[config.mk]
export PLATFORM = sky130hd
export DESIGN_NAME = system_clock_select_fail_monitor
export DESIGN_NICKNAME = d
export VERILOG_FILES = /design/src/design/unlock_sequencer.v /design/src/design/edge_timeout.v /design/src/design/system_clock_select_fail_monitor.v
export VERILOG_INCLUDE_DIRS = /design/src /design/src/design
export SDC_FILE = /design/constraint.sdc
export NUM_CORES = 1
export LEC_CHECK = 0
export ABC_CLOCK_PERIOD_IN_PS = 1900
export BUFFER_PORTS_ARGS = -buffer_cell sky130_fd_sc_hd__buf_2
export CAP_MARGIN = 25
export CORE_ASPECT_RATIO = 1.4
export CORE_MARGIN = 10
export CORE_UTILIZATION = 44
export DETAILED_ROUTE_END_ITERATION = 10
export PLACE_DENSITY = 0.74
export SLEW_MARGIN = 0
export SYNTH_ARGS = -nofsm -noshare
export SYNTH_HDL_FRONTEND = slang
export SYNTH_SLANG_ARGS = --single-unit
[constraint.sdc]
create_clock -name hclk -period 1.9 [get_ports hclk]
set_clock_uncertainty 0.15 [all_clocks]
set_input_delay 0.19 -clock hclk [delete_from_list [all_inputs] [get_ports hclk]]
set_output_delay 0.19 -clock hclk [all_outputs]
set_load 0.03 [all_outputs]
[src/design/clock_select_regs.vh]
// Purpose: offsets, fields, reset values and timing counts of the clock selector
// Assumes: 32-bit AHB-Lite words; register index times four is the byte address
// Notes:   definitions only
`ifndef CLOCK_SELECT_REGS_VH
`define CLOCK_SELECT_REGS_VH

// ==========================================================================
// register indexes (byte address is index times four)
`define IDX_SOURCE_CONTROL      12'hF86
`define IDX_SECONDARY_CONTROL   12'hF87

// ==========================================================================
// clock_source_control fields, reset values of both registers and the secondary write mask
`define BIT_PRECISION_EN        7
`define BIT_CRYSTAL_EN          6
`define BIT_BACKUP_EN           5
`define BIT_PRIMARY_FAIL_EN     4
`define BIT_BACKUP_FAIL_EN      3
`define SEL_HI                  2
`define SEL_LO                  0
`define RST_SOURCE_CONTROL      8'hA0
`define RST_SECONDARY_CONTROL   8'h20
`define SECONDARY_WMASK         8'hC7

// ==========================================================================
// source select codes
`define SEL_PRECISION           3'h0
`define SEL_CRYSTAL             3'h2
`define SEL_BACKUP              3'h3
`define SEL_EXTERNAL            3'h4

// ==========================================================================
// unlock key values
`define KEY_FIRST               8'hE7
`define KEY_SECOND              8'h18

// ==========================================================================
// timing
`define BACKUP_FAIL_CYCLES      8004
`define BACKUP_OSC_HZ           10000
`define PRIMARY_FAIL_HZ         1000
`define PRIMARY_FAIL_TICKS      (`BACKUP_OSC_HZ / `PRIMARY_FAIL_HZ)

`endif

[src/design/unlock_sequencer.v]
// Purpose: two-key unlock tracker shared by both clock control registers
// Assumes: wr_strobe is a one-cycle pulse per accepted register write
// Notes:   commit pulses on the write that follows a full key sequence
`timescale 1ns/1ps
`include "clock_select_regs.vh"

module unlock_sequencer (
    input  wire       hclk,
    input  wire       hresetn,
    input  wire       wr_strobe,
    input  wire [7:0] wr_value,
    output wire       commit,
    output wire       unlocked
);
    localparam [1:0] LOCKED  = 2'h0;
    localparam [1:0] GOT_ONE = 2'h1;
    localparam [1:0] OPEN    = 2'h2;

    reg [1:0] state;
    reg [1:0] next_state;

    // ======================================================================
    // next key state; other values leave progress alone
    always @* begin
        next_state = state;
        if (wr_strobe) begin
            case (state)
                LOCKED: begin
                    if (wr_value == `KEY_FIRST)
                        next_state = GOT_ONE;
                end
                GOT_ONE: begin
                    if (wr_value == `KEY_SECOND)
                        next_state = OPEN;
                end
                OPEN: begin
                    next_state = LOCKED;
                end
                default: begin
                    next_state = LOCKED;
                end
            endcase
        end
    end

    // ======================================================================
    // reset always drops any partial progress
    always @(posedge hclk or negedge hresetn) begin
        if (!hresetn)
            state <= LOCKED;
        else
            state <= next_state;
    end

    assign commit   = wr_strobe && (state == OPEN);
    assign unlocked = (state == OPEN);
endmodule

[src/design/edge_timeout.v]
// Purpose: declares a failure when no edge arrives within a count of ticks
// Assumes: edge_seen and tick are synchronous to hclk; tick held high counts each cycle
// Notes:   fail pulses once; the count holds until an edge or disable
`timescale 1ns/1ps

module edge_timeout #(
    parameter WIDTH = 14,
    parameter LIMIT = 8004
) (
    input  wire       hclk,
    input  wire       hresetn,
    input  wire       enable,
    input  wire       tick,
    input  wire       edge_seen,
    output reg        fail
);
    reg [WIDTH-1:0] count;
    wire            at_limit = (count == LIMIT[WIDTH-1:0]);

    // ======================================================================
    // count ticks since the last edge; saturate at the limit
    always @(posedge hclk or negedge hresetn) begin
        if (!hresetn) begin
            count <= {WIDTH{1'b0}};
            fail  <= 1'b0;
        end else begin
            fail <= 1'b0;
            if (!enable || edge_seen) begin
                count <= {WIDTH{1'b0}};
            end else if (tick && !at_limit) begin
                count <= count + {{(WIDTH-1){1'b0}}, 1'b1};
                if (count == LIMIT[WIDTH-1:0] - {{(WIDTH-1){1'b0}}, 1'b1})
                    fail <= 1'b1;
            end
        end
    end
endmodule

[src/design/system_clock_select_fail_monitor.v]
// Purpose: system clock source select with key unlock and oscillator fail monitors
//          for the system clock tree
// Assumes: hclk free-running; oscillator activity arrives as asynchronous pins
//          backup pin toggles near ten kilohertz
// Notes:   zero-wait AHB-Lite slave, OKAY always, unmapped reads return zero
//          fallback wins over a same-cycle software select
// How it works
// - writes need E7h then 18h unlock first
// - next write commits, then relocks at once
// - out-of-order write sequences change nothing
// - keys ordered, other values between allowed
// - other register traffic leaves unlock state alone
// - precision oscillator enable set at reset, software-cleared
// - primary failure raises event, falls back to backup
// - fallback only if backup enabled, not selected
// - primary fails below about one kilohertz
// - backup failure raises event, keeps source
// - after backup failure primary detection stops
// - backup fails after 8004 cycles without edge
// - selected source and both detectors off: device stops
// - select codes 000, 010, 011, 100 only
// - two detector enables, both cleared at reset
//
// The register addresses and the AHB-Lite register port are this design's own decisions.
`timescale 1ns/1ps
`include "clock_select_regs.vh"

module system_clock_select_fail_monitor #(
    parameter BACKUP_FAIL_CYCLES = `BACKUP_FAIL_CYCLES,
    parameter PRIMARY_FAIL_TICKS = `PRIMARY_FAIL_TICKS
) (
    // clock and power-on reset
    input  wire        hclk,
    input  wire        hresetn,

    // bus slave
    input  wire        hsel,
    input  wire [31:0] haddr,
    input  wire [1:0]  htrans,
    input  wire        hwrite,
    input  wire [2:0]  hsize,
    input  wire [31:0] hwdata,
    input  wire        hready,
    output reg  [31:0] hrdata,
    output reg         hreadyout,
    output reg         hresp,

    // oscillator pins
    input  wire        primary_osc_activity,
    input  wire        backup_osc_activity,

    // clock tree controls
    output reg  [2:0]  sysclk_source_select,
    output reg         precision_osc_enable,
    output reg         crystal_osc_enable,
    output reg         backup_osc_enable,

    // events and sticky status
    output reg         primary_fail_event,
    output reg         backup_fail_event,
    output reg         backup_osc_failed,
    output reg         clock_stopped
);
    // ======================================================================
    // register state
    // detector enables
    reg        primary_fail_detect_en;
    reg        backup_osc_fail_detect_en;

    // secondary image, reserved bits masked
    reg  [7:0] secondary_clock_control;

    // data phase flags
    reg        dp_write;
    reg        dp_source;
    reg        dp_secondary;

    // fail counter widths
    localparam BACKUP_WIDTH  = 14;
    localparam PRIMARY_WIDTH = 8;

    // ======================================================================
    // pin synchronisers and edge detection
    // the edge taps sit after two flops
    reg [2:0] primary_sync;
    reg [2:0] backup_sync;
    wire      primary_edge = primary_sync[2] ^ primary_sync[1];
    wire      backup_edge  = backup_sync[2] ^ backup_sync[1];

    // two flops before use; the third only feeds the edge compare
    // a pin resting high gives one edge after reset
    always @(posedge hclk or negedge hresetn) begin
        if (!hresetn) begin
            primary_sync <= 3'h0;
            backup_sync  <= 3'h0;
        end else begin
            primary_sync <= {primary_sync[1:0], primary_osc_activity};
            backup_sync  <= {backup_sync[1:0], backup_osc_activity};
        end
    end

    // ======================================================================
    // address decode; index is the word address
    // upper bits must be zero, so no aliases
    function is_index;
        input [31:0] addr;
        input [11:0] idx;
        begin
            is_index = (addr[13:2] == idx) && (addr[31:14] == 18'h0);
        end
    endfunction

    // taken only while the bus is ready
    wire addr_phase = hsel && htrans[1] && hready;
    wire hit_source = is_index(haddr, `IDX_SOURCE_CONTROL);
    wire hit_second = is_index(haddr, `IDX_SECONDARY_CONTROL);

    // read image of the source register
    wire [7:0] source_read = {precision_osc_enable, crystal_osc_enable, backup_osc_enable,
                              primary_fail_detect_en, backup_osc_fail_detect_en,
                              sysclk_source_select};

    // capture the address phase; reads are staged into hrdata here
    always @(posedge hclk or negedge hresetn) begin
        if (!hresetn) begin
            dp_write     <= 1'b0;
            dp_source    <= 1'b0;
            dp_secondary <= 1'b0;
            hrdata       <= 32'h0;

            hreadyout    <= 1'b0;
            hresp        <= 1'b0;
        end else begin
            // never a wait state, never an error
            hreadyout    <= 1'b1;
            hresp        <= 1'b0;

            dp_write     <= addr_phase && hwrite;
            dp_source    <= addr_phase && hit_source;
            dp_secondary <= addr_phase && hit_second;

            // zero wait: data ready for the data phase
            if (addr_phase && !hwrite) begin
                if (hit_source)
                    hrdata <= {24'h0, source_read};
                else if (hit_second)
                    hrdata <= {24'h0, secondary_clock_control};
                else
                    hrdata <= 32'h0;
            end
        end
    end

    // ======================================================================
    // unlock tracker; only writes to the two control registers feed it
    // reads and other addresses never reach it
    wire wr_ctrl = dp_write && (dp_source || dp_secondary);
    wire commit;

    // one tracker serves both registers

    unlock_sequencer u_unlock (
        .hclk      (hclk),
        .hresetn   (hresetn),
        .wr_strobe (wr_ctrl),
        .wr_value  (hwdata[7:0]),
        .commit    (commit),
        .unlocked  ()
    );

    // reserved select codes are refused; the field keeps its value
    // a reserved code would select no clock at all
    function sel_legal;
        input [2:0] code;
        begin
            sel_legal = (code == `SEL_PRECISION) || (code == `SEL_CRYSTAL) ||
                        (code == `SEL_BACKUP) || (code == `SEL_EXTERNAL);
        end
    endfunction

    // ======================================================================
    // failure monitors
    wire backup_fail_pulse;
    wire primary_fail_pulse;

    // backup detection stops once it has fired
    wire backup_mon_en  = backup_osc_fail_detect_en && !backup_osc_failed;
    // primary detection needs a live backup reference
    wire primary_mon_en = primary_fail_detect_en && !backup_osc_failed;

    // slow system clocks make this detection slow
    // count every system clock while waiting for a backup edge
    edge_timeout #(
        .WIDTH (BACKUP_WIDTH),
        .LIMIT (BACKUP_FAIL_CYCLES)
    ) u_backup_mon (
        .hclk      (hclk),
        .hresetn   (hresetn),
        .enable    (backup_mon_en),
        .tick      (1'b1),
        .edge_seen (backup_edge),
        .fail      (backup_fail_pulse)
    );

    // backup ticks at ten kilohertz; ten with no primary edge is below one kilohertz
    // no margin: the limit is exactly ten backup ticks, whatever the backup spread
    edge_timeout #(
        .WIDTH (PRIMARY_WIDTH),
        .LIMIT (PRIMARY_FAIL_TICKS)
    ) u_primary_mon (
        .hclk      (hclk),
        .hresetn   (hresetn),
        .enable    (primary_mon_en),
        .tick      (backup_edge),
        .edge_seen (primary_edge),
        .fail      (primary_fail_pulse)
    );

    // backup must run and not already drive the clock
    wire fallback_ok = backup_osc_enable &&
                       (sysclk_source_select != `SEL_BACKUP);

    // ======================================================================
    // control register updates, fallback and fail events
    always @(posedge hclk or negedge hresetn) begin
        if (!hresetn) begin
            precision_osc_enable      <= 1'b1;
            crystal_osc_enable        <= 1'b0;
            backup_osc_enable         <= 1'b1;
            primary_fail_detect_en    <= 1'b0;
            backup_osc_fail_detect_en <= 1'b0;

            sysclk_source_select      <= `SEL_PRECISION;
            secondary_clock_control   <= `RST_SECONDARY_CONTROL;

            primary_fail_event        <= 1'b0;
            backup_fail_event         <= 1'b0;
            backup_osc_failed         <= 1'b0;
        end else begin
            // events fall back by default
            primary_fail_event <= 1'b0;
            backup_fail_event  <= 1'b0;

            if (commit && dp_source) begin
                // only a committed write touches the enable; no auto clear
                precision_osc_enable      <= hwdata[`BIT_PRECISION_EN];
                crystal_osc_enable        <= hwdata[`BIT_CRYSTAL_EN];
                backup_osc_enable         <= hwdata[`BIT_BACKUP_EN];
                primary_fail_detect_en    <= hwdata[`BIT_PRIMARY_FAIL_EN];
                backup_osc_fail_detect_en <= hwdata[`BIT_BACKUP_FAIL_EN];
                // a reserved code leaves the source alone
                if (sel_legal(hwdata[`SEL_HI:`SEL_LO]))
                    sysclk_source_select <= hwdata[`SEL_HI:`SEL_LO];
            end

            // reserved bits read back clear after a committed write; reset sets bit 5
            if (commit && dp_secondary)
                secondary_clock_control <= hwdata[7:0] & `SECONDARY_WMASK;

            // fallback wins over a same-cycle software select
            if (primary_fail_pulse) begin
                primary_fail_event <= 1'b1;
                if (fallback_ok)
                    sysclk_source_select <= `SEL_BACKUP;
            end

            // no source change on backup failure
            if (backup_fail_pulse) begin
                backup_fail_event <= 1'b1;
                backup_osc_failed <= 1'b1;
            end
        end
    end

    // ======================================================================
    // stopped: selected source off and nothing left to recover
    reg src_on;
    wire all_off;

    // the external pin has no enable, so it counts as running
    always @* begin
        case (sysclk_source_select)
            `SEL_PRECISION: src_on = precision_osc_enable;
            `SEL_CRYSTAL:   src_on = crystal_osc_enable;
            `SEL_BACKUP:    src_on = backup_osc_enable;
            default:        src_on = 1'b1;
        endcase
    end

    // selected source not running and no detector left to raise the alarm
    assign all_off = !src_on && !primary_fail_detect_en && !backup_osc_fail_detect_en;

    // status only; it gates no clock itself
    // latched until power-on reset; nothing else can restart the clock
    always @(posedge hclk or negedge hresetn) begin
        if (!hresetn)
            clock_stopped <= 1'b0;
        else if (all_off)
            clock_stopped <= 1'b1;
    end
endmodule

After elaboration in Yosys (flattened, before gate mapping)
Index checks and enable logic that the tools add are counted.
Storage, ports and cells
  bits in registers: 86
  bits in latches: 0
  RAM bits: 0
  ROM bits: 0
  input bits: 76
  output and inout bits: 44
  logic and storage cells: 106
  memories kept: 0
Operators by class
  add/subtract/negate cells: 2
  multiply operators: 0
  div/mod/pow operators: 0
  order comparisons: 0
  equal/unequal tests: 19
  shifts and indexed selects: 0
  muxes and demuxes: 22
  bitwise operators: 2
  reduce and logical (&&, ||, !) cells: 38
Operators with widths (number)
  two-way mux 8 bit: 4
  == test 14 x 13 -> 1 bit, second input constant: 2
  two-way mux 14 bit: 2
  == test 12 bit, second input constant: 2
  logical AND 1 bit: 18
  zero test 18 bit: 1
  == test 8 x 4 -> 1 bit, second input constant: 2
  adder 14 x 1 -> 14 bit, second input constant: 1
  == test 3 x 2 -> 1 bit, second input constant: 4
  two-way mux 3 bit: 4
  adder 8 x 1 -> 8 bit, second input constant: 1
  == test 8 x 5 -> 1 bit, second input constant: 1
  == test 8 bit, second input constant: 1
  zero test 1 bit: 8
  two-way mux 1 bit: 8
  zero test 3 bit: 2
  logical OR 1 bit: 6
  two-way mux 2 bit: 2
  != test 2 x 1 -> 1 bit, second input constant: 2
  one-hot mux 2 bit (2 select lines): 1
  == test 3 bit, second input constant: 1
  != test 3 x 2 -> 1 bit, second input constant: 1
  one-hot mux 1 bit (3 select lines): 1
  AND reduction 3 bit: 1
  6 further kinds: 7

Longest topological paths before layout
Gate-level depths: netlist (run 1).
  depth in word-level cells: 8
  depth in mapped cells: 6
  gate-level depth less buffers: 6

Modules after synthesis
Synthesis (run 1) repeated with hierarchy kept, for this count alone.
Unflattened totals
  cell total of the unflattened synthesis: 309
  area, all modules: 3224.3 µm²
Modules (own cells, without submodules)
  system_clock_select_fail_monitor: times used 1, cells an instance 148, area an instance 1716.6 µm², seq. area each 904.6 µm²
  edge_timeout at u_backup_mon: times used 1, cells an instance 92, area an instance 842.1 µm², seq. area each 375.4 µm²
  edge_timeout at u_primary_mon: times used 1, cells an instance 53, area an instance 508.0 µm², seq. area each 225.2 µm²
  unlock_sequencer: times used 1, cells an instance 16, area an instance 157.7 µm², seq. area each 50.0 µm²

Worst setup path after synthesis (run 1)
OpenSTA, ideal clock, no wires.
  path type: register -> register
  from: register u_backup_mon.count[7]
  to: register u_backup_mon.count[1]
  setup time: 0.133 ns
  arrival time: 1.537 ns
  required time: 1.617 ns
  path slack: 0.080 ns
  stages on the path, launching flop included: 5
  buffers on the path: 0
  clock period less this slack: 1.820 ns
  path through: dfrtp_1 or4_4 nor4_4 mux2i_1 nor2_1
On the way
  longest elaborated chain between the ends: 2
Ends and longest elaborated chain
  from (decl): line edge_timeout.v:17  | reg [WIDTH-1:0] count;
  from (signal assigned): line edge_timeout.v:24  | count <= {WIDTH{1'b0}};
  from (signal assigned): line edge_timeout.v:29  | count <= {WIDTH{1'b0}};
  from (signal assigned): line edge_timeout.v:31  | count <= count + {{(WIDTH-1){1'b0}}, 1'b1};
  == test 14 x 13 -> 1 bit: line edge_timeout.v:18  | wire at_limit = (count == LIMIT[WIDTH-1:0]);
  != test 2 bit (no line)
No other way between the ends.
A chain may end at the register's enable or synchronous reset.

Final worst setup path (run 1)
  from: register u_backup_mon.count[5]
  to: register u_backup_mon.fail
On the way
  longest elaborated chain between the ends: 4
  elaborated cells on any way between the ends: 5
  classes of those cells: eq/ne (2); mux (3)
Ends and longest elaborated chain
  == test 14 x 13 -> 1 bit: line edge_timeout.v:32  | if (count == LIMIT[WIDTH-1:0] - {{(WIDTH-1){1'b0}}, 1'b1})
  two-way mux 1 bit: line edge_timeout.v:32
  two-way mux 1 bit (*): line edge_timeout.v:30  | end else if (tick && !at_limit) begin
  two-way mux 1 bit (*): line edge_timeout.v:28  | if (!enable || edge_seen) begin
  to (signal assigned): line edge_timeout.v:25  | fail <= 1'b0;
  to (signal assigned): line edge_timeout.v:27  | fail <= 1'b0;
  to (signal assigned): line edge_timeout.v:33  | fail <= 1'b1;
  to (decl): line edge_timeout.v:15  | output reg fail
Mark *: on every way between the ends. The rest lies on a longest branch, timed or not.

==> results of run 1 <==
-- power breakdown --
group	internal [mW]	switching, mW
Sequential	1.35	0.0212
Combinational	0.0967	0.181
Clock	0.632	0.493
Total	2.08	0.695
-- cells in the mapped netlist, types with 3 or more instances --
cell type  count  area share
nand3_1       10       0.016
mux2i_1        7       0.023
inv_1         12       0.015
ha_1           5       0.020
dfstp_2        3       0.026
nor4_1        10       0.020
nor2_1        27       0.033
xor2_1         3      0.0085
nand4b_1       3      0.0085
nand3b_1       4      0.0097
o21ai_0        7       0.011
nor3_1        11       0.018
clkbuf_1       5      0.0061
o41ai_1        3      0.0085
a21oi_1        6      0.0097
nand2b_1       3      0.0061
nand2_1       24       0.029
mux2_2        10       0.037
nand4_1        5       0.010
or3_1          5       0.010
buf_4         25       0.061
o31ai_1        8       0.019
dfrtp_1       59        0.48
xnor2_1       13       0.037
-- logic make-up (layout without fill, tap and decap cells) --
| logic type | count (synthesis) | in the layout | synth area share |
|---|---|---|---|
| DFF | 62 | 62 | 0.505 |
| muxes | 17 | 17 | 0.0593 |
| other | 2 | 26 | 0.00244 |
| xor gates and xnor gates | 16 | 16 | 0.0455 |
| adders and majority gates | 5 | 5 | 0.0203 |
| buffers and inverters | 45 | 108 | 0.0950 |
| and+or+nand+nor | 116 | 116 | 0.203 |
| AOI/OAI and AO/OA | 32 | 32 | 0.0698 |
-- metal layers --
layer / track usage / up-vias
met3: 0.0346 / 13
met5: 0 / -
met1: 0.140 / 1135
li1: - / 1146
met2: 0.212 / 69
met4: 0.0689 / 0
-- worst reg2reg max path, delay by kind of cell (launching register included) --
kind             cells  cell delay [ps]
DFF                  1              420
and+or+nand+nor      3             1170
-- area by class of cell --
cell class / count / area share
tap: 95 / 0.0320
timing repair buffer: 80 / 0.128
multi-input combinational: 212 / 0.358
inverter: 12 / 0.0121
clock inverter: 5 / 0.0135
clock buffer: 11 / 0.0380
sequential: 62 / 0.419
-- stage by stage --
stage	utilization	hold WS, ps	setup slack, ps
after floorplan	-	-256	80.1
after global placement	0.497	70.9	37.3
after detailed placement	0.497	75.3	-3.58
after CTS	0.539	0.484	8.68
after global routing	0.539	24.9	1.94
final	0.539	7.16	48.7
-- final timing paths --
kind	from	to	slack (ps)	cells after the start
max	u_backup_mon.count[5]	u_backup_mon.fail	50	3
min	htrans[1]	dp_write	7	3
max reg2reg	u_backup_mon.count[5]	u_backup_mon.fail	50	3
min reg2reg	backup_sync[0]	backup_sync[1]	210	0
max in group asynchronous	hresetn	precision_osc_enable	1060	3
min in group asynchronous	hresetn	u_backup_mon.count[0]	240	3
-- timing repair --
action,in CTS,in global routing
endpoints found under the setup margin,1,3
gates cloned,0,0
pin swaps,0,1
hold buffers,9,0
resized for setup,1,0
hold endpoints to repair,72,0
-- sequential cells by signal, indices dropped and copies added (netlist names), 2 cells and up --
register                 count
u_backup_mon.count          14
hrdata                       8
u_primary_mon.count          8
secondary_clock_control      6
backup_sync                  3
primary_sync                 3
sysclk_source_select         3
u_unlock.state               2
-- layout by cell type, fill, tap and decap left out, types with 10 or more instances in the layout --
master     n
xnor2_1   13
nor3_1    11
nor2_1    27
mux2_2    10
inv_1     12
dfrtp_1   59
nand3_1   10
nand2_1   24
buf_2     64
clkbuf_8  10
conb_1    26
==> results.md, run 1 <==
* Status: completed
* Clk Latency, worst-skew pair at approximately 340 ps
* CP Buf/Inv Count at 0
* Crit-path max FO at 5
* Register area share after synthesis at 0.505
* Clk buf depth at 2
* Starting DRT DRC Count at between 70 and 80
* Clock root buffer: clkbuf_8
* Storage element area at ~0.0016 mm2
* Met2 wire len at around 3400 um
* Final Non-Filler Cells at 477
* DRT Pass-1 Iters at 4
* CORE AREA at 0.00689 mm2
* Ys flop type: dfrtp_1
* Met3 WL at 398 um
* TritonCTS clock tree: built
* Crit path DAT at ~1900 ps
* CTS Buf Count at 9
* Die height at 119 um
* Gate Count Post-Synth at 295
* Slowest Stage Delay on Critical Path at roughly 550 ps
* Final WL at 6850 um
* Final Power at between 2 and 3 mW
* Vias in the first global route at 2449
* Critical-path top delay cell: or4_4
* Multi-input gate area at 0.00133 mm2
* F_max at between 500 and 600 MHz
* Share of cells above drive strength 1 at 0.283
* CTS clk-pin slew, worst paths at roughly 70 ps
* Vias at around 2400
* Final min period at roughly 1900 ps
* Cell Pwr Density at approximately 750 mW/mm2
* Post-CTS Setup Bufs at 0
* Port Buf Inserts at 64
* FP Rows at 36
* Top Ports at 120
* Cell area after layout at between 0.003 and 0.004 mm2
* RSZ-0062 raised after global routing: false
* # diodes at 0
* Placed Instances at between 400 and 500
* Number of enable flip-flop cells after synthesis at 0
* Clock Sinks at 62
* Yosys cell types at 49
* Chip Width at ~91 um
* Class of the most critical hold timing path: in -> reg
* First-pass GRT wire length at ~11000 um
* Post-DP HPWL at ~5200 um
* Leak at ~1.7 nW
* Peak supply drop at roughly 0.0004 V
* Post-route setup TNS at 0 ps
* Metal-1 WL at just under 3000 um
* All-Layer GR Usage at 0.126
* Slew headroom at 0.621
* H-tree Lvls at 3
* Drc violations at 0
* Highest routed metal layer: met4
* Area growth from synthesis to layout at 20.6%
* Seq cells post-synth at 62
* Placed Instance Area at about 0.0034 mm2
* DR WL/cell at 14.4 um
* Initial antenna violation count at 0
* Die area at approximately 0.011 mm2
* Post-Syn Area per Cell at roughly 10 um2
* Gr ovfl total at 0
* CP Class: reg -> reg
* Least-Margin Pin Slew at 569 ps
* Yosys warning total at 0
* Worst path cell trace: or4_4 -> or2_2 -> nor4_2
* Post-synth ARST share at 1.00
* Final Max Tran Viols at 0
* # fillers at 637
* CP Capture Type: register
* Setup-failing EPs final at 0
* Max cap viols at 0
* Crit path max-delay family: simple AND/OR/NAND/NOR gates
* Mapped cell area at just over 0.003 mm2
* Starting Density at 0.447
* Final period util at 0.974
* GPL Wtd Cong at approximately 0.8
* DRT antenna net count at 0
* Worst Setup Start Kind: register
* WP data required at 1970 ps
* Endpoints failing hold at 0
* Largest net degree at the start of global routing at 63
* Layout net count at 458
* Drt via density at ~5.0
(Power assumes the default switching activity.)
==> run 2, diff against run 1 <==
CAP_MARGIN = 15   (was 25)
SETUP_SLACK_MARGIN = 0.2   (was not set)
SLEW_MARGIN = not set   (was 0)
==> results.md, run 2 (same netlist as run 1, synthesis figures left out) <==
* Status: completed
* Final period util at 0.924 (-0.0507)
* Multi-input gate area at 0.00138 mm2 (+3.8%)
* Cell area after layout at 0.00381 mm2 (+2.5%)
* DR WL/cell at 15.0 um (+4.7%)
* # fillers at 613 (-3.8%)
* Most frequent cells in the layout: buf_2 (64), dfrtp_1 (59), nor2_1 (27)
* Drc violations at 0 (unchanged)
* Clock Sinks at 62 (unchanged)
* Worst hold slack at 11.8 ps (+4.68 ps)
* Post-DP HPWL at 5230 um (+0.75%)
* Metal-1 WL at 2910 um (-0.45%)
* F_max at 570 MHz (+5.5%)
* Storage element area at 0.00156 mm2 (unchanged)
* Final Core Density at 0.553 (+0.0134)
* Final min period at 1750 ps (-96.4 ps)
* Clock root buffer: clkbuf_8
* Leak at 1.69 nW (+1.1%)
* H-tree Lvls at 3 (unchanged)
* DRT Pass-1 Iters at 6 (+2)
* First-pass GRT wire length at 12000 um (+6.9%)
* WP data required at 1980 ps (about the same)
* CTS Buf Count at 9 (unchanged)
* Clk Latency, worst-skew pair at 340 ps (about the same)
* Met3 WL at 512 um (+29%)
* Vias at 2424 (+2.6%)
* Final Max Tran Viols at 0 (unchanged)
* Crit path DAT at 1840 ps (-80 ps)
* Most flops, register: u_backup_mon.count
* CORE AREA at 0.00689 mm2 (unchanged)
* Drt via density at 5.02 (+1.3%)
* Largest net degree at the start of global routing at 63 (unchanged)
* Met2 wire len at 3790 um (+12%)
* Most common cell after layout, fill and taps aside: buf_2
* Pre-CTS setup slack at 62.1 ps (+65.7 ps)
* Top Ports at 120 (unchanged)
* Endpoints failing hold at 0 (unchanged)
* Vias in the first global route at 2653 (+8.3%)
* TritonCTS clock tree: built
* Post-route setup TNS at 0 ps (unchanged)
* Clk buf depth at 2 (unchanged)
* Port Buf Inserts at 64 (unchanged)
* Starting Density at 0.447 (unchanged)
* Highest routed metal layer: met4
* Peak supply drop at 0.000531 V (+29%)
* Die area at 0.0108 mm2 (unchanged)
* Class of the most critical hold timing path: in -> reg
* Setup ws final at 145 ps (+96.4 ps)
* CP Capture Type: register
* Placed Instance Area at 0.00342 mm2 (-0.22%)
* Layout net count at 464 (+1.3%)
* DRT antenna net count at 0 (unchanged)
* All-Layer GR Usage at 0.134 (+0.00820)
* Cell Pwr Density at 714 mW/mm2 (-4.3%)
* CTS clk-pin slew, worst paths at 70 ps (about the same)
* Die height at 119 um (unchanged)
* Gr ovfl total at 0 (unchanged)
* Max cap viols at 0 (unchanged)
* Initial antenna violation count at 0 (unchanged)
* Crit-path max FO at 4 (-1)
* Chip Width at 90.7 um (unchanged)
* CP Class: reg -> reg
* Top flop regs: u_backup_mon.count (14), hrdata (8), u_primary_mon.count (8)
* Final Power at 2.72 mW (-1.9%)
* Largest register FFs at 14 (unchanged)
* FP Rows at 36 (unchanged)
* Setup-failing EPs final at 0 (unchanged)
* Share of cells above drive strength 1 at 0.312 (+0.0291)
* # diodes at 0 (unchanged)
* Worst Setup Start Kind: register
* Starting DRT DRC Count at 76 (-2.6%)
* RSZ-0062 raised after global routing: true
* Final Non-Filler Cells at 483 (+1.3%)
* Least-Margin Pin Slew at 588 ps (+19.3 ps)
* Placed Instances at 451 (-0.22%)
* Final WL at 7260 um (+6.0%)
* Slew headroom at 0.608 (-0.0129)
* GPL Wtd Cong at 0.839 (+3.7%)
* Area growth from synthesis to layout at 23.6%
* Reg2Reg Setup Slack at 150 ps (+100 ps)
## run 2: timing repair
item | in CTS | in global routing
setup endpoints to repair | 5 | 13
hold endpoints to repair | 72 | 0
pin swaps | 2 | 2
gates resized for setup | 1 | 10
hold buffers | 10 | 0
buffers inserted | 4 | 2
## run 2: per-layer routing
metal,global-route usage,up-vias
met5,0,-
met3,0.0547,6
li1,-,1155
met4,0.0489,0
met1,0.143,1184
met2,0.231,79
## run 2: critical path: stages, from the launching register on
cell and delay, ps:
dfrtp_1 390, or4_4 560, nor4_4 140, buf_4 180, mux2i_1 180, nor2_1 50
## run 2: worst paths after layout
path	start	to	depth (start not counted)
worst max-delay path	u_backup_mon.count[7]	u_backup_mon.count[1]	5
worst min-delay path	htrans[1]	dp_secondary	3
worst max register to register	u_backup_mon.count[7]	u_backup_mon.count[1]	5
worst min register to register	backup_sync[0]	backup_sync[1]	0
max in group asynchronous	hresetn	precision_osc_enable	3
min in group asynchronous	hresetn	u_backup_mon.count[4]	3
## run 2: cell type report
cell class,count,area share
sequential,62,0.408
multi-input combinational,212,0.362
clock inverter,4,0.00821
clock buffer,12,0.0407
inverter,12,0.0118
tap,95,0.0312
timing repair buffer,86,0.137
## run 2: report_power, final
part | internal, mW | switching, mW
registers | 1.35 | 0.0202
clock network | 0.546 | 0.514
logic | 0.102 | 0.189
total | 2.00 | 0.723
==> run 3, diff against run 2 <==
ABC_AREA = 1   (was not set)
CELL_PAD_IN_SITES_DETAIL_PLACEMENT = 0   (was not set)
CELL_PAD_IN_SITES_GLOBAL_PLACEMENT = 2   (was not set)
CORE_UTILIZATION = 25   (was 44)
SYNTH_HIERARCHICAL = 1   (was not set)
==> results.md, run 3 <==
* Crit path DAT at 1730 ps (-110 ps)
* Post-Syn Area per Cell at 7.68 um2 (-26%)
* Hold path cells at 4 (+1)
* Crit-path max FO at 8 (+4)
* H-tree Lvls at 3 (unchanged)
* Clock root buffer: clkbuf_16
* Cell Pwr Density at 783 mW/mm2 (+9.7%)
* Status: completed
* Initial antenna violation count at 0 (unchanged)
* Top Ports at 120 (unchanged)
* Post-DP HPWL at 7290 um (+39%)
* Vias in the first global route at 3124 (+18%)
* Drc violations at 0 (unchanged)
* Leak at 2.42 nW (+43%)
* Placed Instance Area at 0.00410 mm2 (+20%)
* Most flops, register: u_backup_mon/count
* Yosys warning total at 6 (+6)
* Clock Sinks at 62 (unchanged)
* Placed Instances at 721 (+60%)
* Starting DRT DRC Count at 178 (+130%)
* CP Capture Type: register
* Final Max Tran Viols at 0 (unchanged)
* Final period util at 0.857 (-0.0664)
* CORE AREA at 0.0140 mm2 (+100%)
* Gate Count Post-Synth at 470 (+59%)
* Most common cell after layout, fill and taps aside: nand2_1
* TritonCTS clock tree: built
* Largest net degree at the start of global routing at 47 (-25%)
* Clk buf depth at 2 (unchanged)
* Largest register FFs at 14 (unchanged)
* Area growth from synthesis to layout at 27.5%
* Post-route setup TNS at 0 ps (unchanged)
* WP data required at 2000 ps (+20 ps)
* Layout net count at 641 (+38%)
* Gr ovfl total at 0 (unchanged)
* Endpoints failing hold at 0 (unchanged)
* DRT antenna net count at 0 (unchanged)
* Port Buf Inserts at 64 (unchanged)
* Die height at 162 um (+36%)
* Share of cells above drive strength 1 at 0.234 (-0.0778)
* Most frequent cells in the layout: nand2_1 (141), buf_2 (64), dfrtp_1 (58)
* CTS Buf Count at 9 (unchanged)
* CTS clk-pin slew, worst paths at 50 ps (-20 ps)
* DR WL/cell at 12.8 um (-15%)
* Mapped cell area at 0.00361 mm2 (+17%)
* CP Class: reg -> reg
* All-Layer GR Usage at 0.0988 (-0.0351)
* RSZ-0062 raised after global routing: true
* Final Non-Filler Cells at 749 (+55%)
* F_max at 614 MHz (+7.7%)
* Cell area after layout at 0.00461 mm2 (+21%)
* Top flop regs: u_backup_mon/count (14), hrdata (8), u_primary_mon/count (8)
* DRT Pass-1 Iters at 4 (-2)
* Final Core Density at 0.328 (-0.225)
* Setup-failing EPs final at 0 (unchanged)
* Final WL at 9600 um (+32%)
* Max cap viols at 0 (unchanged)
* Chip Width at 122 um (+34%)
* Final min period at 1630 ps (-126 ps)
* # diodes at 0 (unchanged)
* Die area at 0.0197 mm2 (+83%)
* Worst Setup Start Kind: register
* GPL Wtd Cong at 0.803 (-4.3%)
* Class of the most critical hold timing path: in -> reg
* Starting Density at 0.257 (-0.190)
* Clk Latency, worst-skew pair at 330 ps (about the same)
* Drt via density at 4.12 (-18%)
* Peak supply drop at 0.000400 V (-25%)
* FP Rows at 51 (+42%)
* Worst R2R Path Depth at 10 (+5)
* First-pass GRT wire length at 15700 um (+30%)
* Vias at 3086 (+27%)
[run 3: where the power goes]
group          switching, mW  internal [mW]
registers             0.0245           1.35
clock network          0.595           1.27
logic                  0.248          0.121
[run 3: repair_timing]
action | CTS | global route
hold buffers | 9 | 0
endpoints found under the setup margin | 6 | 19
hold endpoints to repair | 24 | 0
gates resized for setup | 2 | 14
gates cloned | 0 | 1
pin swaps | 1 | 14
buffers inserted | 0 | 3
[run 3: final timing paths]
| kind | from | to | slack, ps |
|---|---|---|---|
| max in group asynchronous | hresetn | precision_osc_enable | 770 |
| max reg2reg | u_backup_mon/count[0] | u_backup_mon/fail | 270 |
| max | u_backup_mon/count[0] | u_backup_mon/fail | 270 |
| min | haddr[6] | dp_source | 8 |
| min in group asynchronous | hresetn | hrdata[5] | 170 |
| min reg2reg | primary_sync[0] | primary_sync[1] | 200 |
[run 3: final cells by class]
| type | count | area, um2 |
|---|---|---|
| clock inverter | 6 | 111 |
| clock buffer | 9 | 225 |
| multi-input combinational | 348 | 1760 |
| timing repair buffer | 85 | 520 |
| tap | 185 | 231 |
| sequential | 62 | 1560 |
| inverter | 54 | 203 |
| fill | 1504 | 9430 |
[run 3: per-stage QoR]
stage | setup WS [ps] | power [mW] | hold WS [ps]
global placement | 146 | 1.73 | -5.18
CTS | 190 | 3.64 | 4.35
detailed placement | 100 | 1.73 | -0.0378
global route | 150 | 3.78 | 53.0
floorplan | 239 | 1.64 | -256
finish | 271 | 3.61 | 8.18
[run 3: layer usage]
layer	share of wire	routed length [um]	track usage
met3	0.057	549	0.0298
met4	0.012	112	0.0310
met2	0.49	4740	0.170
met5	0	0	0
met1	0.44	4200	0.114
[run 3: critical path, cell delays in order (launching register included)]
cell	delay, ps
dfrtp_1	370
inv_2	70
ha_4	160
nand2_1	60
nor2_1	40
nand2_2	80
nor2_4	40
nor2_4	250
buf_6	180
nand2_1	60
nor3_2	90
